`src/rtl/usd_pkg.sv`:
```
package usd_pkg;

    // Register byte addresses on APB
    localparam logic [7:0] ADDR_DATA   = 8'h00;
    localparam logic [7:0] ADDR_STAT_A = 8'h04;
    localparam logic [7:0] ADDR_STAT_B = 8'h08;
    localparam logic [7:0] ADDR_FRAME  = 8'h0C;
    localparam logic [7:0] ADDR_BAUD   = 8'h10;

    // status_control_a bit positions
    localparam int BIT_RX_DONE     = 7;
    localparam int BIT_TX_DONE     = 6;
    localparam int BIT_TX_EMPTY    = 5;
    localparam int BIT_DBL         = 1;
    // status_control_b bit positions
    localparam int BIT_RX_DONE_IE  = 7;
    localparam int BIT_TX_DONE_IE  = 6;
    localparam int BIT_TX_EMPTY_IE = 5;
    localparam int BIT_RX_ON       = 4;
    localparam int BIT_TX_ON       = 3;
    localparam int BIT_CSZ2        = 2;
    localparam int BIT_RX_NINTH    = 1;
    localparam int BIT_TX_NINTH    = 0;
    // frame_config_reg bit positions
    localparam int BIT_SYNC  = 6;
    localparam int BIT_PEN   = 5;
    localparam int BIT_PODD  = 4;
    localparam int BIT_STOP2 = 3;
    localparam int BIT_CSZ1  = 2;
    localparam int BIT_CSZ0  = 1;
    localparam int BIT_CPOL  = 0;

    // Reset values
    localparam logic [7:0]  RST_STAT_A = 8'h20;
    localparam logic [7:0]  RST_STAT_B = 8'h00;
    localparam logic [7:0]  RST_FRAME  = 8'h06;
    localparam logic [11:0] RST_BAUD   = 12'h000;

    localparam logic [2:0] CSZ_NINE    = 3'h7;
    localparam logic [4:0] OSR_NORMAL  = 5'h10;
    localparam logic [4:0] OSR_DOUBLE  = 5'h08;

    typedef enum logic [2:0] {
        TX_IDLE   = 3'b000,
        TX_START  = 3'b001,
        TX_DATA   = 3'b010,
        TX_PARITY = 3'b011,
        TX_STOP   = 3'b100
    } usd_tx_state_t;

    typedef enum logic [1:0] {
        RX_IDLE  = 2'b00,
        RX_START = 2'b01,
        RX_DATA  = 2'b10,
        RX_STOP  = 2'b11
    } usd_rx_state_t;

    // Frame format as seen by both shifters
    typedef struct packed {
        logic       sync;
        logic       parEn;
        logic       parOdd;
        logic       stop2;
        logic [3:0] nBits;
        logic       cpol;
    } usd_fmt_t;

endpackage : usd_pkg

```
`src/rtl/usd_usart.sv`:
```
// Chosen here: the address map and the APB slave port.
`timescale 1ns/1ps
module usd_usart
    import usd_pkg::*;
(
    // Clock and reset
    input  wire logic        clk,
    input  wire logic        resetn,
    // APB slave
    input  wire logic        psel,
    input  wire logic        penable,
    input  wire logic        pwrite,
    input  wire logic [7:0]  paddr,
    input  wire logic [31:0] pwdata,
    output logic [31:0]      prdata,
    output logic             pready,
    output logic             pslverr,
    // Interrupt handshake with the core
    input  wire logic        globalIrqEnable,
    input  wire logic        txDoneAck,
    output logic             txEmptyIrq,
    output logic             txCompleteIrq,
    output logic             rxCompleteIrq,
    // Serial pins
    output logic             serialOut,
    output logic             serialOutEn,
    input  wire logic        serialIn,
    input  wire logic        serialClockIn,
    output logic             serialClockOut,
    output logic             serialClockEn,
    output logic             serialInTaken
);

    logic [7:0]    statA_q, statB_q, frame_q;
    logic [11:0]   baud_q;
    logic [8:0]    txBuf_q;
    logic          txFull_q;
    logic          txDone_q;
    logic [8:0]    rxBuf_q;
    logic          rxFull_q;
    usd_fmt_t      fmt;
    usd_tx_state_t txState_q;
    usd_rx_state_t rxState_q;

    wire logic [2:0] cSize = {statB_q[BIT_CSZ2], frame_q[BIT_CSZ1],
                              frame_q[BIT_CSZ0]};
    wire logic transmit_enable_bit = statB_q[BIT_TX_ON];
    wire logic receive_enable_bit = statB_q[BIT_RX_ON];

    always_comb begin
        fmt.sync   = frame_q[BIT_SYNC];
        fmt.parEn  = frame_q[BIT_PEN];
        fmt.parOdd = frame_q[BIT_PODD];
        fmt.stop2  = frame_q[BIT_STOP2];
        fmt.cpol   = frame_q[BIT_CPOL];
        fmt.nBits  = (cSize == CSZ_NINE) ? 4'h9
                   : (cSize[2] ? 4'h8 : 4'(5 + cSize[1:0]));
    end

    // APB: zero wait states, error on unmapped address
    wire logic acc    = psel && penable;
    wire logic mapped = paddr inside {ADDR_DATA, ADDR_STAT_A, ADDR_STAT_B,
                                      ADDR_FRAME, ADDR_BAUD};
    wire logic wr     = acc && pwrite && mapped;
    wire logic rd     = acc && !pwrite && mapped;
    wire logic wrData = wr && paddr == ADDR_DATA;
    wire logic rdData = rd && paddr == ADDR_DATA;
    assign pready  = 1'b1;
    assign pslverr = acc && !mapped;

    // Three-stage input synchronisers
    logic [2:0] rxSync_q, ckSync_q;
    always_ff @(posedge clk or negedge resetn) begin
        if (!resetn) begin
            rxSync_q <= 3'h7;
            ckSync_q <= 3'h0;
        end else begin
            rxSync_q <= {rxSync_q[1:0], serialIn};
            ckSync_q <= {ckSync_q[1:0], serialClockIn};
        end
    end
    logic rxLine_q, ckLine_q;
    always_ff @(posedge clk or negedge resetn) begin
        if (!resetn) begin
            rxLine_q <= 1'b1;
            ckLine_q <= 1'b0;
        end else begin
            if (rxSync_q[1] == rxSync_q[2]) rxLine_q <= rxSync_q[2];
            if (ckSync_q[1] == ckSync_q[2]) ckLine_q <= ckSync_q[2];
        end
    end

    // Baud divider: one tick per (divisor+1) clocks
    logic [11:0] baudCnt_q;
    wire logic   baudTick = (baudCnt_q == baud_q);
    always_ff @(posedge clk or negedge resetn) begin
        if (!resetn) baudCnt_q <= 12'h000;
        else         baudCnt_q <= baudTick ? 12'h000 : baudCnt_q + 12'h001;
    end
    wire logic [4:0] osr = statA_q[BIT_DBL] ? OSR_DOUBLE : OSR_NORMAL;

    // Sync clock: always master; edges from pin, clock from divider
    logic ckPrev_q, ckOut_q;
    wire  logic master = 1'b1;
    always_ff @(posedge clk or negedge resetn) begin
        if (!resetn) begin
            ckPrev_q <= 1'b0;
            ckOut_q  <= 1'b0;
        end else begin
            ckPrev_q <= ckLine_q;
            if (fmt.sync && baudTick) ckOut_q <= !ckOut_q;
        end
    end
    wire logic ckRise = !ckPrev_q && ckLine_q;
    wire logic ckFall = ckPrev_q && !ckLine_q;
    // Master drives its own clock; feedback through pin keeps both alike
    wire logic txChange = fmt.cpol ? ckFall : ckRise;
    wire logic rxSample = fmt.cpol ? ckRise : ckFall;
    assign serialClockOut = ckOut_q;
    assign serialClockEn  = fmt.sync && master && (transmit_enable_bit || receive_enable_bit);

    // Async transmit bit timing
    logic [4:0] txSub_q;
    wire  logic txBitTick = fmt.sync ? txChange
                          : (baudTick && txSub_q == osr - 5'h01);
    always_ff @(posedge clk or negedge resetn) begin
        if (!resetn)       txSub_q <= 5'h00;
        else if (baudTick) txSub_q <= (txSub_q == osr - 5'h01) ? 5'h00
                                                             : txSub_q + 5'h01;
    end

    // Transmitter
    logic [8:0] txShift_q;
    logic [3:0] txCnt_q;
    logic       txPar_q, txOut_q, txStop2_q;
    // Pending byte still goes out after disable, so no enable term
    wire  logic txLoad = txFull_q && txBitTick &&
                         (txState_q == TX_IDLE ||
                          (txState_q == TX_STOP && txStop2_q == fmt.stop2));
    always_ff @(posedge clk or negedge resetn) begin
        if (!resetn) begin
            txState_q <= TX_IDLE;
            txShift_q <= 9'h000;
            txCnt_q   <= 4'h0;
            txPar_q   <= 1'b0;
            txOut_q   <= 1'b1;
            txStop2_q <= 1'b0;
        end else if (txBitTick) begin
            if (txLoad) begin
                txState_q <= TX_START;
                txShift_q <= txBuf_q;
                txCnt_q   <= 4'h0;
                txPar_q   <= fmt.parOdd;
                txOut_q   <= 1'b0;
            end else begin
                case (txState_q)
                    TX_IDLE: txOut_q <= 1'b1;
                    TX_START, TX_DATA: begin
                        if (txState_q == TX_DATA &&
                            txCnt_q == fmt.nBits) begin
                            txState_q <= fmt.parEn ? TX_PARITY : TX_STOP;
                            txOut_q   <= fmt.parEn ? txPar_q : 1'b1;
                            txStop2_q <= 1'b0;
                        end else begin
                            txState_q <= TX_DATA;
                            txOut_q   <= txShift_q[0];
                            txPar_q   <= txPar_q ^ txShift_q[0];
                            txShift_q <= {1'b0, txShift_q[8:1]};
                            txCnt_q   <= txCnt_q + 4'h1;
                        end
                    end
                    TX_PARITY: begin
                        txState_q <= TX_STOP;
                        txOut_q   <= 1'b1;
                        txStop2_q <= 1'b0;
                    end
                    TX_STOP: begin
                        if (txStop2_q == fmt.stop2) begin
                            txState_q <= TX_IDLE;
                            txOut_q   <= 1'b1;
                        end else begin
                            txStop2_q <= 1'b1;
                        end
                    end
                    default: txState_q <= TX_IDLE;
                endcase
            end
        end
    end

    wire logic frameDone = txBitTick && txState_q == TX_STOP &&
                           txStop2_q == fmt.stop2;
    // Output held while shifter busy or buffer pending
    wire logic txActive = transmit_enable_bit || txFull_q || txState_q != TX_IDLE;
    assign serialOut   = txOut_q;
    assign serialOutEn = txActive;

    // Transmit buffer with ninth bit; upper bits masked by size
    logic [7:0] txMask;
    always_comb begin
        txMask = 8'hFF >> (4'h8 - (fmt.nBits > 4'h8 ? 4'h8 : fmt.nBits));
    end
    always_ff @(posedge clk or negedge resetn) begin
        if (!resetn) begin
            txBuf_q  <= 9'h000;
            txFull_q <= 1'b0;
        end else if (wrData) begin
            txBuf_q  <= {(cSize == CSZ_NINE) && statB_q[BIT_TX_NINTH],
                         pwdata[7:0] & txMask};
            txFull_q <= 1'b1;
        end else if (txLoad) begin
            txFull_q <= 1'b0;
        end
    end

    // Complete flag: set wins over any clear
    always_ff @(posedge clk or negedge resetn) begin
        if (!resetn) txDone_q <= 1'b0;
        else if (frameDone && !txLoad && !txFull_q) txDone_q <= 1'b1;
        else if (txDoneAck ||
                 (wr && paddr == ADDR_STAT_A && pwdata[BIT_TX_DONE]))
            txDone_q <= 1'b0;
    end

    // Receiver timing
    logic [4:0] rxSub_q;
    logic [3:0] rxCnt_q;
    // Ten bits: nine data bits plus parity must all fit
    logic [9:0] rxShift_q;
    wire  logic [4:0] half = osr >> 1;
    wire  logic rxMid = fmt.sync ? rxSample
                      : (baudTick && rxSub_q == osr - 5'h01);
    always_ff @(posedge clk or negedge resetn) begin
        if (!resetn) begin
            rxState_q <= RX_IDLE;
            rxSub_q   <= 5'h00;
            rxCnt_q   <= 4'h0;
            rxShift_q <= 10'h000;
        end else if (!receive_enable_bit) begin
            rxState_q <= RX_IDLE;
        end else begin
            if (baudTick)
                rxSub_q <= (rxSub_q == osr - 5'h01) ? 5'h00 : rxSub_q + 5'h01;
            case (rxState_q)
                RX_IDLE: if (!rxLine_q) begin
                    rxState_q <= fmt.sync ? RX_DATA : RX_START;
                    rxSub_q   <= half; // Realign to mid-bit
                    rxCnt_q   <= 4'h0;
                    if (fmt.sync) rxState_q <= rxSample ? RX_DATA : RX_IDLE;
                end
                RX_START: if (rxMid)
                    rxState_q <= rxLine_q ? RX_IDLE : RX_DATA;
                RX_DATA: if (rxMid) begin
                    rxShift_q <= {rxLine_q, rxShift_q[9:1]};
                    rxCnt_q   <= rxCnt_q + 4'h1;
                    if (rxCnt_q + 4'h1 ==
                        fmt.nBits + {3'h0, fmt.parEn})
                        rxState_q <= RX_STOP;
                end
                RX_STOP: if (rxMid) rxState_q <= RX_IDLE;
                default: rxState_q <= RX_IDLE;
            endcase
        end
    end
    wire logic rxDone = receive_enable_bit && rxState_q == RX_STOP && rxMid;

    // Align shifted bits to LSB; drop parity bit
    logic [8:0] rxAligned;
    logic [9:0] rxWide;
    always_comb begin
        rxWide    = rxShift_q >> (4'hA - fmt.nBits - {3'h0, fmt.parEn});
        rxAligned = rxWide[8:0] & (9'h1FF >> (4'h9 - fmt.nBits));
    end
    always_ff @(posedge clk or negedge resetn) begin
        if (!resetn) begin
            rxBuf_q  <= 9'h000;
            rxFull_q <= 1'b0;
        end else if (!receive_enable_bit) begin
            rxFull_q <= 1'b0;
        end else if (rxDone) begin
            rxBuf_q  <= rxAligned;
            rxFull_q <= 1'b1;
        end else if (rdData) begin
            rxFull_q <= 1'b0;
        end
    end
    assign serialInTaken = receive_enable_bit;

    // Control registers
    always_ff @(posedge clk or negedge resetn) begin
        if (!resetn) begin
            statA_q <= RST_STAT_A;
            statB_q <= RST_STAT_B;
            frame_q <= RST_FRAME;
            baud_q  <= RST_BAUD;
        end else if (wr) begin
            case (paddr)
                ADDR_STAT_A: statA_q[BIT_DBL] <= pwdata[BIT_DBL];
                ADDR_STAT_B: statB_q <= pwdata[7:0];
                ADDR_FRAME:  frame_q <= pwdata[7:0];
                ADDR_BAUD:   baud_q  <= pwdata[11:0];
                default:     statA_q <= statA_q;
            endcase
        end
    end

    // Read data registered at the setup cycle
    always_ff @(posedge clk or negedge resetn) begin
        if (!resetn) prdata <= 32'h0000_0000;
        else if (psel && !penable) begin
            case (paddr)
                ADDR_DATA:   prdata <= {24'h0, rxBuf_q[7:0]};
                ADDR_STAT_A: prdata <= {24'h0, rxFull_q, txDone_q, !txFull_q,
                                        3'h0, statA_q[BIT_DBL], 1'b0};
                ADDR_STAT_B: prdata <= {24'h0, statB_q[7:2], rxBuf_q[8],
                                        statB_q[BIT_TX_NINTH]};
                ADDR_FRAME:  prdata <= {24'h0, frame_q};
                ADDR_BAUD:   prdata <= {20'h0, baud_q};
                default:     prdata <= 32'h0000_0000;
            endcase
        end
    end

    // Interrupt requests
    assign txEmptyIrq    = globalIrqEnable && statB_q[BIT_TX_EMPTY_IE]
                           && !txFull_q;
    assign txCompleteIrq = globalIrqEnable && statB_q[BIT_TX_DONE_IE]
                           && txDone_q;
    assign rxCompleteIrq = globalIrqEnable && statB_q[BIT_RX_DONE_IE]
                           && rxFull_q;

endmodule : usd_usart

```
`config.mk`:
```
export PLATFORM = sky130hd
export DESIGN_NAME = usd_usart
export DESIGN_NICKNAME = d
export VERILOG_FILES = /design/src/rtl/usd_pkg.sv /design/src/rtl/usd_usart.sv
export SDC_FILE = /design/constraint.sdc
export NUM_CORES = 1
export LEC_CHECK = 0
export BUFFER_PORTS_ARGS = -buffer_cell sky130_fd_sc_hd__buf_2
export CAP_MARGIN = 20
export CELL_PAD_IN_SITES_DETAIL_PLACEMENT = 2
export CELL_PAD_IN_SITES_GLOBAL_PLACEMENT = 2
export CORE_ASPECT_RATIO = 0.8
export CORE_MARGIN = 3
export CORE_UTILIZATION = 41
export CTS_CLUSTER_DIAMETER = 120
export DETAILED_ROUTE_END_ITERATION = 7
export PLACE_DENSITY_LB_ADDON = 0.08
export SLEW_MARGIN = 10
export SYNTH_ARGS = -nofsm -noshare
export SYNTH_HDL_FRONTEND = slang
export SYNTH_SLANG_ARGS = --single-unit
```
`constraint.sdc`:
```
create_clock -name clk -period 4.1 [get_ports clk]
set_input_delay 0.205 -clock clk [delete_from_list [all_inputs] [get_ports clk]]
set_output_delay 0.205 -clock clk [all_outputs]
set_load 0.01 [all_outputs]
```
==> impl_metrics.csv, run 1 <==
group,metric,value,unit
setup_path,slowest_stage,"mux4_1",
floorplanning,io_pins,91,
run_status,status,"complete, no violations",
clock_tree,cts_tree,"yes",
sta,fin_setup_tns,0,ns
drt,vias,5532,
clock_tree,postCtsSetupBuffers,0,
drt,ant_nets,0,
drt,drt_iter0_drc,360,
sta,setup_violations,0,
logic_synthesis,synth_edf_count,0,
setup_path,path_delay_family,"multiplexers",
setup_path,crit_top_cell,"ha_1",
global_route,first_global_vias,5996,
clock_tree,cts_made_buffers,17,
logic_synthesis,synth_cell_types,88,
floorplanning,die_x,154,µm
global_route,grt_pass1_wl,35100,µm
clock_tree,insertion_delay,0.43,ns
placement,port_buffers,49,
power,power.density,475,nW/µm²
placement,pre_cts_ws,0.877,ns
logic_synthesis,synthArstFlopShare,100,%
setup_path,critical_path.cell_chain,"ha_1, nor2b_1, nor2_1, inv_1, ha_1, xnor2_4, mux4_1, a21o_1, a22oi_1, o31ai_1",
setup_path,reg2reg_slack,0.75,ns
final_layout,syn_to_final_growth,14.1,%
setup_path,path_buf_inv,1,
setup_path,crit_type,"reg -> reg",
logic_synthesis,synth_most_common_cell,"dfrtp_1",
sta,fin_hold_ws,0.0166,ns
drt,dr.pass1.iters,7,
logic_synthesis,syn_avg_cell_area,10.7,µm²
sta,rsz0062_at_grt,"no",
placement,hpwlAfterDp,14900,µm
global_route,antenna_found_initial,0,
sta,setup_ws,0.747,ns
floorplanning,core-area,16800,µm²
global_route,grt.total_usage,23.2,%
sta,fin_skew,0.0118,ns
global_route,grt_max_degree,80,
logic_synthesis,synth_top_flop_cell,"dfrtp_1",
setup_path,crit_path_end_kind,"flip-flop",
power,ir_drop,0.282,mV
setup_path,startpoint_type,"flip-flop",
final_layout,nNetsFinal,781,
drt,via_per_inst,5.84,
sta,finalMaxSlewViolations,0,
sta,hold_violations,0,
setup_path,max_stage_delay,0.66,ns
final_layout,drive_gt1_share,23.1,%
sta,fmax,0.298,GHz
clock_tree,cts_htree_levels,4,
logic_synthesis,syn_area,7170,µm²
floorplanning,dieHeight,124,µm
floorplanning,die-area,19100,µm²
power,p_leak,0.00394,µW
clock_tree,cts_root_buffer,"clkbuf_16",
placement,gp_congestion,0.845,
clock_tree,path_clk_slew,0.06,ns
placement,dpl-instance-area,7470,µm²
sta,min_period,3.35,ns
logic_synthesis,yosys-top-cells-area,"dfrtp_1, mux2_2, nand2_1, mux2_4, ha_1",
logic_synthesis,synthCells,669,
flow_run,maxCapViolations,0,
setup_path,arrival,3.62,ns
clock_tree,cts_sinks,128,
logic_synthesis,synth_top_area_share,42.2,%
logic_synthesis,seq_area_frac_synth,44.8,%
hold_path,hold_class,"in -> reg",
logic_synthesis,synth_area_leader_cell,"dfrtp_1",
final_layout,final_area,8180,µm²
drt,avgRoutedWirePerCell,22.9,µm
final_layout,diodes,0,
setup_path,worstPathRequired,4.37,ns
floorplanning,initial_core_util,42.6,%
logic_synthesis,yosys_warnings,0,
logic_synthesis,synth-seq-cells,128,
sta,worst_pin_slew,0.946,ns
final_layout,fin_util,48.6,%
logic_synthesis,synthTopCellsByCount,"dfrtp_1, nand2_1, nor2_1",
setup_path,worst-path-max-fanout,14,
sta,slew_headroom,36.4,%
floorplanning,num_rows,42,
drt,drt_wl_total,21700,µm
clock_tree,clock_path_buffers,2,
global_route,grt_overflow_total,0,
final_layout,fill_cells,1756,
drt,drc,0,
sta,finalCritPeriodShare,81.8,%
layout by cell type (no fill, tap or decap), types with 9 or more instances in the layout:
master | netlist | layout
nand2b_1 | 9 | 9
clkbuf_16 | 0 | 17
conb_1 | 2 | 21
buf_2 | 8 | 48
a21oi_1 | 18 | 18
nand2_1 | 76 | 76
inv_1 | 22 | 22
dfrtp_1 | 121 | 121
xor2_1 | 21 | 21
ha_1 | 16 | 16
o21ai_0 | 29 | 29
nand3_1 | 24 | 24
o21ai_1 | 9 | 9
xnor2_1 | 12 | 12
mux2_4 | 15 | 15
nor2_1 | 30 | 30
and3_1 | 12 | 12
mux2_2 | 27 | 27
per-layer routing:
metal | up-vias | wire length (µm) | track usage, %
met1 | 2906 | 10100 | 32.4
met5 | - | 0 | 0
li1 | 2482 | - | -
met2 | 123 | 10500 | 37.1
met3 | 21 | 870 | 4.83
met4 | 0 | 261 | 6.02
path summary, 6_finish.rpt:
| path | from | endpoint | cells past startpoint |
|---|---|---|---|
| max | frame_q[1] | rxBuf_q[0] | 10 |
| min | pwdata[10] | baud_q[10] | 2 |
| max reg2reg | frame_q[1] | rxBuf_q[0] | 10 |
| min reg2reg | ckSync_q[0] | ckSync_q[1] | 0 |
| max in group asynchronous | resetn | prdata[1] | 4 |
| min in group asynchronous | resetn | txShift_q[4] | 2 |
per-stage QoR:
stage / cells / power (µW)
after global placement: 910 / 2180
after CTS: 946 / 3900
final: 948 / 3880
after global routing: 948 / 4070
after detailed placement: 910 / 2240
after floorplan: 688 / 2040
cell families after synthesis:
group	Yosys count	synth area share (%)
simple gates	209	15.7
compound gates	146	15.1
flops	128	44.8
buf+inv	77	6.09
mux	53	10.1
xor+xnor	35	4.75
fa+ha+maj	19	3.35
other cells	2	0.105
timing repair:
action | in CTS | in global routing
endpoints found under the hold margin | 4 | 19
resized for setup | 0 | 0
hold buffers | 4 | 1
setup endpoints to repair | 0 | 0
report_power, final:
group          leakage, µW  internal (µW)  switching (µW)
clock             0.000298           1030             615
sequential         0.00170           1390             153
combinational      0.00194            278             421
sequential cells by signal, summed over array words and instances, names as in the netlist, 4 cells and up:
signal,cells
baudCnt_q,12
baud_q,12
frame_q,8
prdata,12
rxBuf_q,9
rxCnt_q,4
rxShift_q,10
rxSub_q,5
statB_q,7
txBuf_q,9
txCnt_q,4
txShift_q,9
txSub_q,5
cell type report:
cell class                      instances  area [µm²]  area share, %
Tap cell                              220         275           3.37
Sequential cell                       128        3210           39.3
Clock buffer                           21         480           5.88
Clock inverter                         11         151           1.85
Multi-Input combinational cell        483        3590           43.9
Timing Repair Buffer                   62         378           4.62
Inverter                               23        88.8           1.09
(Power assumes the default switching activity.)
==> inputs of run 2 (changes only) <==
--- a/config.mk
+++ b/config.mk
@@ -11,7 +11,7 @@
 export CELL_PAD_IN_SITES_GLOBAL_PLACEMENT = 2
 export CORE_ASPECT_RATIO = 0.8
 export CORE_MARGIN = 3
-export CORE_UTILIZATION = 41
+export CORE_UTILIZATION = 38
 export CTS_CLUSTER_DIAMETER = 120
 export DETAILED_ROUTE_END_ITERATION = 7
 export PLACE_DENSITY_LB_ADDON = 0.08
==> constraint.sdc (replaced) <==
create_clock -name clk -period 3.2 [get_ports clk]
set_input_delay 0.16 -clock clk [delete_from_list [all_inputs] [get_ports clk]]
set_output_delay 0.16 -clock clk [all_outputs]
set_load 0.01 [all_outputs]
==> impl_metrics.csv, run 2 (synthesized netlist as in run 1, its figures left out) <==
group,metric,value,unit
floorplanning,initial_core_util,39.1,%
setup_path,r2r-end,"rxBuf_q[6]",
clock_tree,cts_sinks,128,
floorplanning,core-area,18300,µm²
final_layout,drive_gt1_share,23.7,%
power,p_leak,0.00396,µW
global_route,grt_overflow_total,0,
placement,hpwlAfterDp,15000,µm
global_route,grt_pass1_wl,35200,µm
global_route,grt.total_usage,21.9,%
setup_path,arrival,3.33,ns
sta,fin_hold_ws,0.0467,ns
clock_tree,postCtsSetupBuffers,0,
sta,slew_headroom,38.0,%
final_layout,fin_util,45.0,%
placement,placed_cells,950,
floorplanning,io_pins,91,
placement,port_buffers,49,
hold_path,hold_start,"txDoneAck",
clock_tree,cts_made_buffers,17,
drt,via_per_inst,5.53,
global_route,grt_max_degree,60,
drt,drt_wl_total,21600,µm
final_layout,layout_common_cells,"dfrtp_1, nand2_1, buf_2",
drt,avgRoutedWirePerCell,21.8,µm
final_layout,reg.largest.list,"baudCnt_q: 12 flops, baud_q: 12 flops, prdata: 12 flops",
hold_path,min_to,"txDone_q",
global_route,antenna_found_initial,0,
run_status,status,"complete, no violations",
final_layout,final_cells,990,
power,power.density,587,nW/µm²
drt,ant_nets,0,
setup_path,startpoint_type,"flip-flop",
drt,drt_iter0_drc,349,
sta,setup_violations,0,
sta,min_period,2.96,ns
setup_path,reg2reg_depth,11,
placement,gp_congestion,0.813,
clock_tree,cts_tree,"yes",
power,swShare,31.5,%
sta,finalCritPeriodShare,92.5,%
final_layout,final_common_cell,"dfrtp_1",
placement,pre_cts_ws,0.165,ns
final_layout,nNetsFinal,790,
clock_tree,path_clk_slew,0.06,ns
setup_path,reg2reg_slack,0.24,ns
power,power.switching,1520,µW
sta,finalMaxSlewViolations,0,
sta,rsz0062_at_grt,"no",
drt,drc,0,
sta,setup_ws,0.241,ns
setup_path,crit_type,"reg -> reg",
setup_path,crit_path_end_kind,"flip-flop",
clock_tree,clock_path_buffers,2,
setup_path,worst-path-max-fanout,9,
floorplanning,dieHeight,129,µm
power,ir_drop,0.322,mV
setup_path,rr_startpoint,"frame_q[1]",
hold_path,holdPathStages,3,
drt,dr.pass1.iters,8,
global_route,first_global_vias,6048,
flow_run,maxCapViolations,0,
clock_tree,cts_htree_levels,4,
sta,fmax,0.338,GHz
final_layout,diodes,0,
final_layout,fill_cells,1916,
clock_tree,insertion_delay,0.43,ns
drt,vias,5478,
power,power_frac_seq,40.5,%
sta,worst_pin_slew,0.930,ns
final_layout,seqCellArea,3210,µm²
setup_path,worstPathRequired,3.57,ns
clock_tree,cts_root_buffer,"clkbuf_16",
power,clkPwrFrac,40.7,%
sta,hold_violations,0,
sta,fin_skew,0.00714,ns
power,comb_power_share,18.7,%
floorplanning,die-area,20600,µm²
final_layout,syn_to_final_growth,15.0,%
floorplanning,num_rows,44,
floorplanning,die_x,160,µm
hold_path,hold_class,"in -> reg",
sta,fin_setup_tns,0,ns
final_layout,multi_input_area,3600,µm²
power,p_int,3320,µW
==> run 2: cell types whose count changed in the layout (fill, tap and decap cells not counted), sizes merged <==
cell,before,now
clkbuf,21,18
clkinvlp,4,6
buf,57,64
dlygate4sd3,5,7
bufinv,3,2
inv,25,27
==> run 2: metal layers <==
layer | vias to the layer above | GRT usage (%) | part of all wire, %
met3 | 15 | 4.02 | 4.0
met5 | - | 0 | 0
li1 | 2505 | - | -
met2 | 110 | 35.4 | 46
met1 | 2848 | 30.8 | 49
met4 | 0 | 5.04 | 1.0
==> run 2: repair_timing <==
action                                 in CTS  in global routing
hold buffers                                7                  0
resized for setup                           0                  1
endpoints found under the hold margin      61                  0
setup endpoints to repair                   0                  2
==> run 2: layout make-up <==
| type | count | area share [%] |
|---|---|---|
| Clock inverter | 14 | 1.90 |
| Tap cell | 253 | 3.84 |
| Sequential cell | 128 | 39.0 |
| Multi-Input combinational cell | 483 | 43.7 |
| Timing Repair Buffer | 71 | 5.37 |
| Clock buffer | 18 | 5.20 |
| Inverter | 23 | 1.08 |
==> run 2: how the worst max path moves through the flow <==
stage / depth (start not counted) / endpoint / start / slack, ns
6_report: 11 / rxBuf_q[6] / frame_q[1] / 0.24
5_1_grt: 11 / rxBuf_q[8] / frame_q[1] / 0.0006
4_1_cts: 11 / rxBuf_q[6] / frame_q[1] / 0.16
3_5_place_dp: 11 / rxBuf_q[6] / frame_q[1] / 0.17
3_3_place_gp: 11 / rxBuf_q[6] / frame_q[1] / 0.29
2_1_floorplan: 11 / rxBuf_q[6] / frame_q[1] / 0.61
==> run 2: per-stage QoR <==
stage | area (µm²) | power (µW)
global placement | 7570 | 2840
finish | 8250 | 4840
detailed placement | 7570 | 2880
CTS | 8230 | 4890
global route | 8250 | 5090
floorplan | 7240 | 2610
==> run 2: power groups by stage <==
stage / clock network, µW / registers, µW / logic, µW
after floorplan: 0 / 1930 / 678
after global placement: 0 / 1980 / 859
after detailed placement: 0 / 1990 / 892
after CTS: 2010 / 1960 / 912
after global routing: 2080 / 1990 / 1020
final: 1970 / 1960 / 908
==> run 2: critical path, stage by stage (launching register included) <==
cell and delay, ns:
dfstp_2 0.65, nor2b_1 0.23, nor2_1 0.09, inv_1 0.06, ha_1 0.26, nand2_1 0.11, fa_1 0.44, xnor2_2 0.21
nor2_1 0.25, nand3b_1 0.15, nor4_1 0.26, mux2_2 0.19
==> inputs of run 3 (changes only) <==
--- a/config.mk
+++ b/config.mk
@@ -11,10 +11,11 @@
 export CELL_PAD_IN_SITES_GLOBAL_PLACEMENT = 2
 export CORE_ASPECT_RATIO = 0.8
 export CORE_MARGIN = 3
-export CORE_UTILIZATION = 38
+export CORE_UTILIZATION = 41
 export CTS_CLUSTER_DIAMETER = 120
 export DETAILED_ROUTE_END_ITERATION = 7
-export PLACE_DENSITY_LB_ADDON = 0.08
+export MAX_ROUTING_LAYER = met4
+export PLACE_DENSITY_LB_ADDON = 0.1
 export SLEW_MARGIN = 10
 export SYNTH_ARGS = -nofsm -noshare
 export SYNTH_HDL_FRONTEND = slang
==> constraint.sdc (replaced) <==
create_clock -name clk -period 3.75 [get_ports clk]
set_input_delay 0.1875 -clock clk [delete_from_list [all_inputs] [get_ports clk]]
set_output_delay 0.1875 -clock clk [all_outputs]
set_load 0.01 [all_outputs]
==> impl_metrics.csv, run 3 (synthesized netlist as in run 1, its figures left out) <==
group,metric,value,unit
clock_tree,postCtsSetupBuffers,0,
sta,min_period,3.24,ns
clock_tree,path_clk_slew,0.06,ns
sta,fmax,0.308,GHz
final_layout,fill_cells,1750,
setup_path,startpoint_type,"flip-flop",
final_layout,layout_common_cells,"dfrtp_1, nand2_1, buf_2",
sta,fin_skew,0.0110,ns
drt,dr.pass1.iters,6,
sta,fin_setup_tns,0,ns
clock_tree,cts_made_buffers,17,
sta,hold_violations,0,
power,ir_drop,0.263,mV
drt,drc,0,
final_layout,drive_gt1_share,23.1,%
clock_tree,cts_root_buffer,"clkbuf_16",
run_status,status,"complete, no violations",
sta,finalCritPeriodShare,86.5,%
final_layout,seqCellArea,3210,µm²
clock_tree,cts_htree_levels,4,
drt,vias,5435,
drt,avgRoutedWirePerCell,22.8,µm
final_layout,diodes,0,
hold_path,hold_class,"in -> reg",
sta,rsz0062_at_grt,"no",
final_layout,reg.largest.list,"baudCnt_q: 12 flops, baud_q: 12 flops, prdata: 12 flops",
power,power.density,506,nW/µm²
placement,port_buffers,49,
setup_path,worst-path-max-fanout,14,
floorplanning,die_x,154,µm
global_route,grt_max_degree,87,
drt,drt_wl_total,21600,µm
final_layout,multi_input_area,3590,µm²
global_route,grt.total_usage,23.9,%
setup_path,rr_startpoint,"frame_q[1]",
floorplanning,io_pins,91,
setup_path,reg2reg_slack,0.51,ns
drt,drt_iter0_drc,359,
placement,hpwlAfterDp,15100,µm
global_route,grt_pass1_wl,35200,µm
global_route,antenna_found_initial,0,
final_layout,syn_to_final_growth,13.4,%
setup_path,setup.worst_path.start,"frame_q[1]",
floorplanning,num_rows,42,
setup_path,crit_path_end_kind,"flip-flop",
setup_path,worstPathRequired,4.01,ns
sta,setup_violations,0,
clock_tree,insertion_delay,0.43,ns
final_layout,nNetsFinal,782,
clock_tree,cts_tree,"yes",
clock_tree,clock_path_buffers,2,
setup_path,arrival,3.50,ns
floorplanning,dieHeight,124,µm
sta,worst_pin_slew,0.893,ns
drt,via_per_inst,5.73,
final_layout,final_area,8130,µm²
flow_run,maxCapViolations,0,
setup_path,crit_type,"reg -> reg",
global_route,grt_overflow_total,0,
floorplanning,initial_core_util,42.6,%
sta,finalMaxSlewViolations,0,
drt,ant_nets,0,
floorplanning,die-area,19100,µm²
placement,dpl-instance-area,7500,µm²
power,p_leak,0.00392,µW
final_layout,final_common_cell,"dfrtp_1",
setup_path,r2r-end,"rxBuf_q[0]",
setup_path,reg2reg_depth,10,
placement,gp_congestion,0.844,
setup_path,critPathCapture,"rxBuf_q[0]",
clock_tree,cts_sinks,128,
global_route,first_global_vias,6013,
floorplanning,core-area,16800,µm²
clock_tree,cts_resized,0,
sta,slew_headroom,40.5,%
[run 3: changes by cell type in the layout (fill, tap and decap cells not counted), sizes merged]
| cell | before | now |
|---|---|---|
| buf | 64 | 58 |
| clkbuf | 18 | 17 |
| dlygate4sd3 | 7 | 5 |
| clkinvlp | 6 | 4 |
| clkinv | 2 | 3 |
| inv | 27 | 28 |
[run 3: routing by layer]
layer	wire, µm	share of wire [%]	track usage (%)	vias up
met5	0	0	-	-
met4	153	0.71	5.45	0
met3	910	4.2	3.89	13
met2	10400	48	37.0	124
met1	10100	47	33.3	2820
li1	-	-	-	2478
[run 3: worst min-delay path by stage]
stage | from | slack [ns] | to | depth (start not counted)
after CTS | pwdata[10] | 0.006 | baud_q[10] | 2
after detailed placement | resetn | 0.22 | txShift_q[4] | 1
final | pwdata[10] | 0.02 | baud_q[10] | 2
after global placement | resetn | 0.21 | txShift_q[4] | 1
after floorplan | resetn | -0.11 | baudCnt_q[0] | 0
after global routing | pwdata[10] | 0.009 | baud_q[10] | 2
[run 3: critical path, stage by stage (launching register included)]
cell and delay, ns:
dfstp_2 0.63, ha_1 0.21, nor2b_1 0.09, nor2_1 0.22, inv_1 0.08, ha_1 0.26
xnor2_4 0.49, mux4_1 0.64, a21o_1 0.20, a22oi_1 0.16, o31ai_1 0.11
[run 3: area by class of cell]
type	instances	area share, %
tap	220	3.39
sequential	128	39.5
clock buffer	17	5.23
timing repair buffer	63	4.65
multi-input combinational	483	44.2
clock inverter	14	1.94
inverter	23	1.09
[run 3: report_power, final]
part           leakage [µW]  internal [µW]  switching (µW)
Clock              0.000276            987             674
Combinational       0.00195            315             457
Sequential          0.00170           1520             163
Total               0.00392           2820            1290
[run 3: through the flow]
stage / hold WS (ns) / worst slack [ns] / util [%] / std cells / power (µW)
after floorplan: -0.108 / 1.16 / - / 688 / 2230
after global placement: 0.213 / 0.678 / 44.6 / 912 / 2400
after detailed placement: 0.219 / 0.637 / 44.6 / 912 / 2470
after CTS: 0.00557 / 0.463 / 48.3 / 948 / 4160
after global routing: 0.00910 / 0.261 / 48.3 / 948 / 4340
final: 0.0225 / 0.507 / 48.3 / 948 / 4120
[run 3: repair_timing]
item / CTS / global route
setup endpoints to repair: 0 / 0
hold endpoints to repair: 43 / 0
hold buffers: 5 / 0
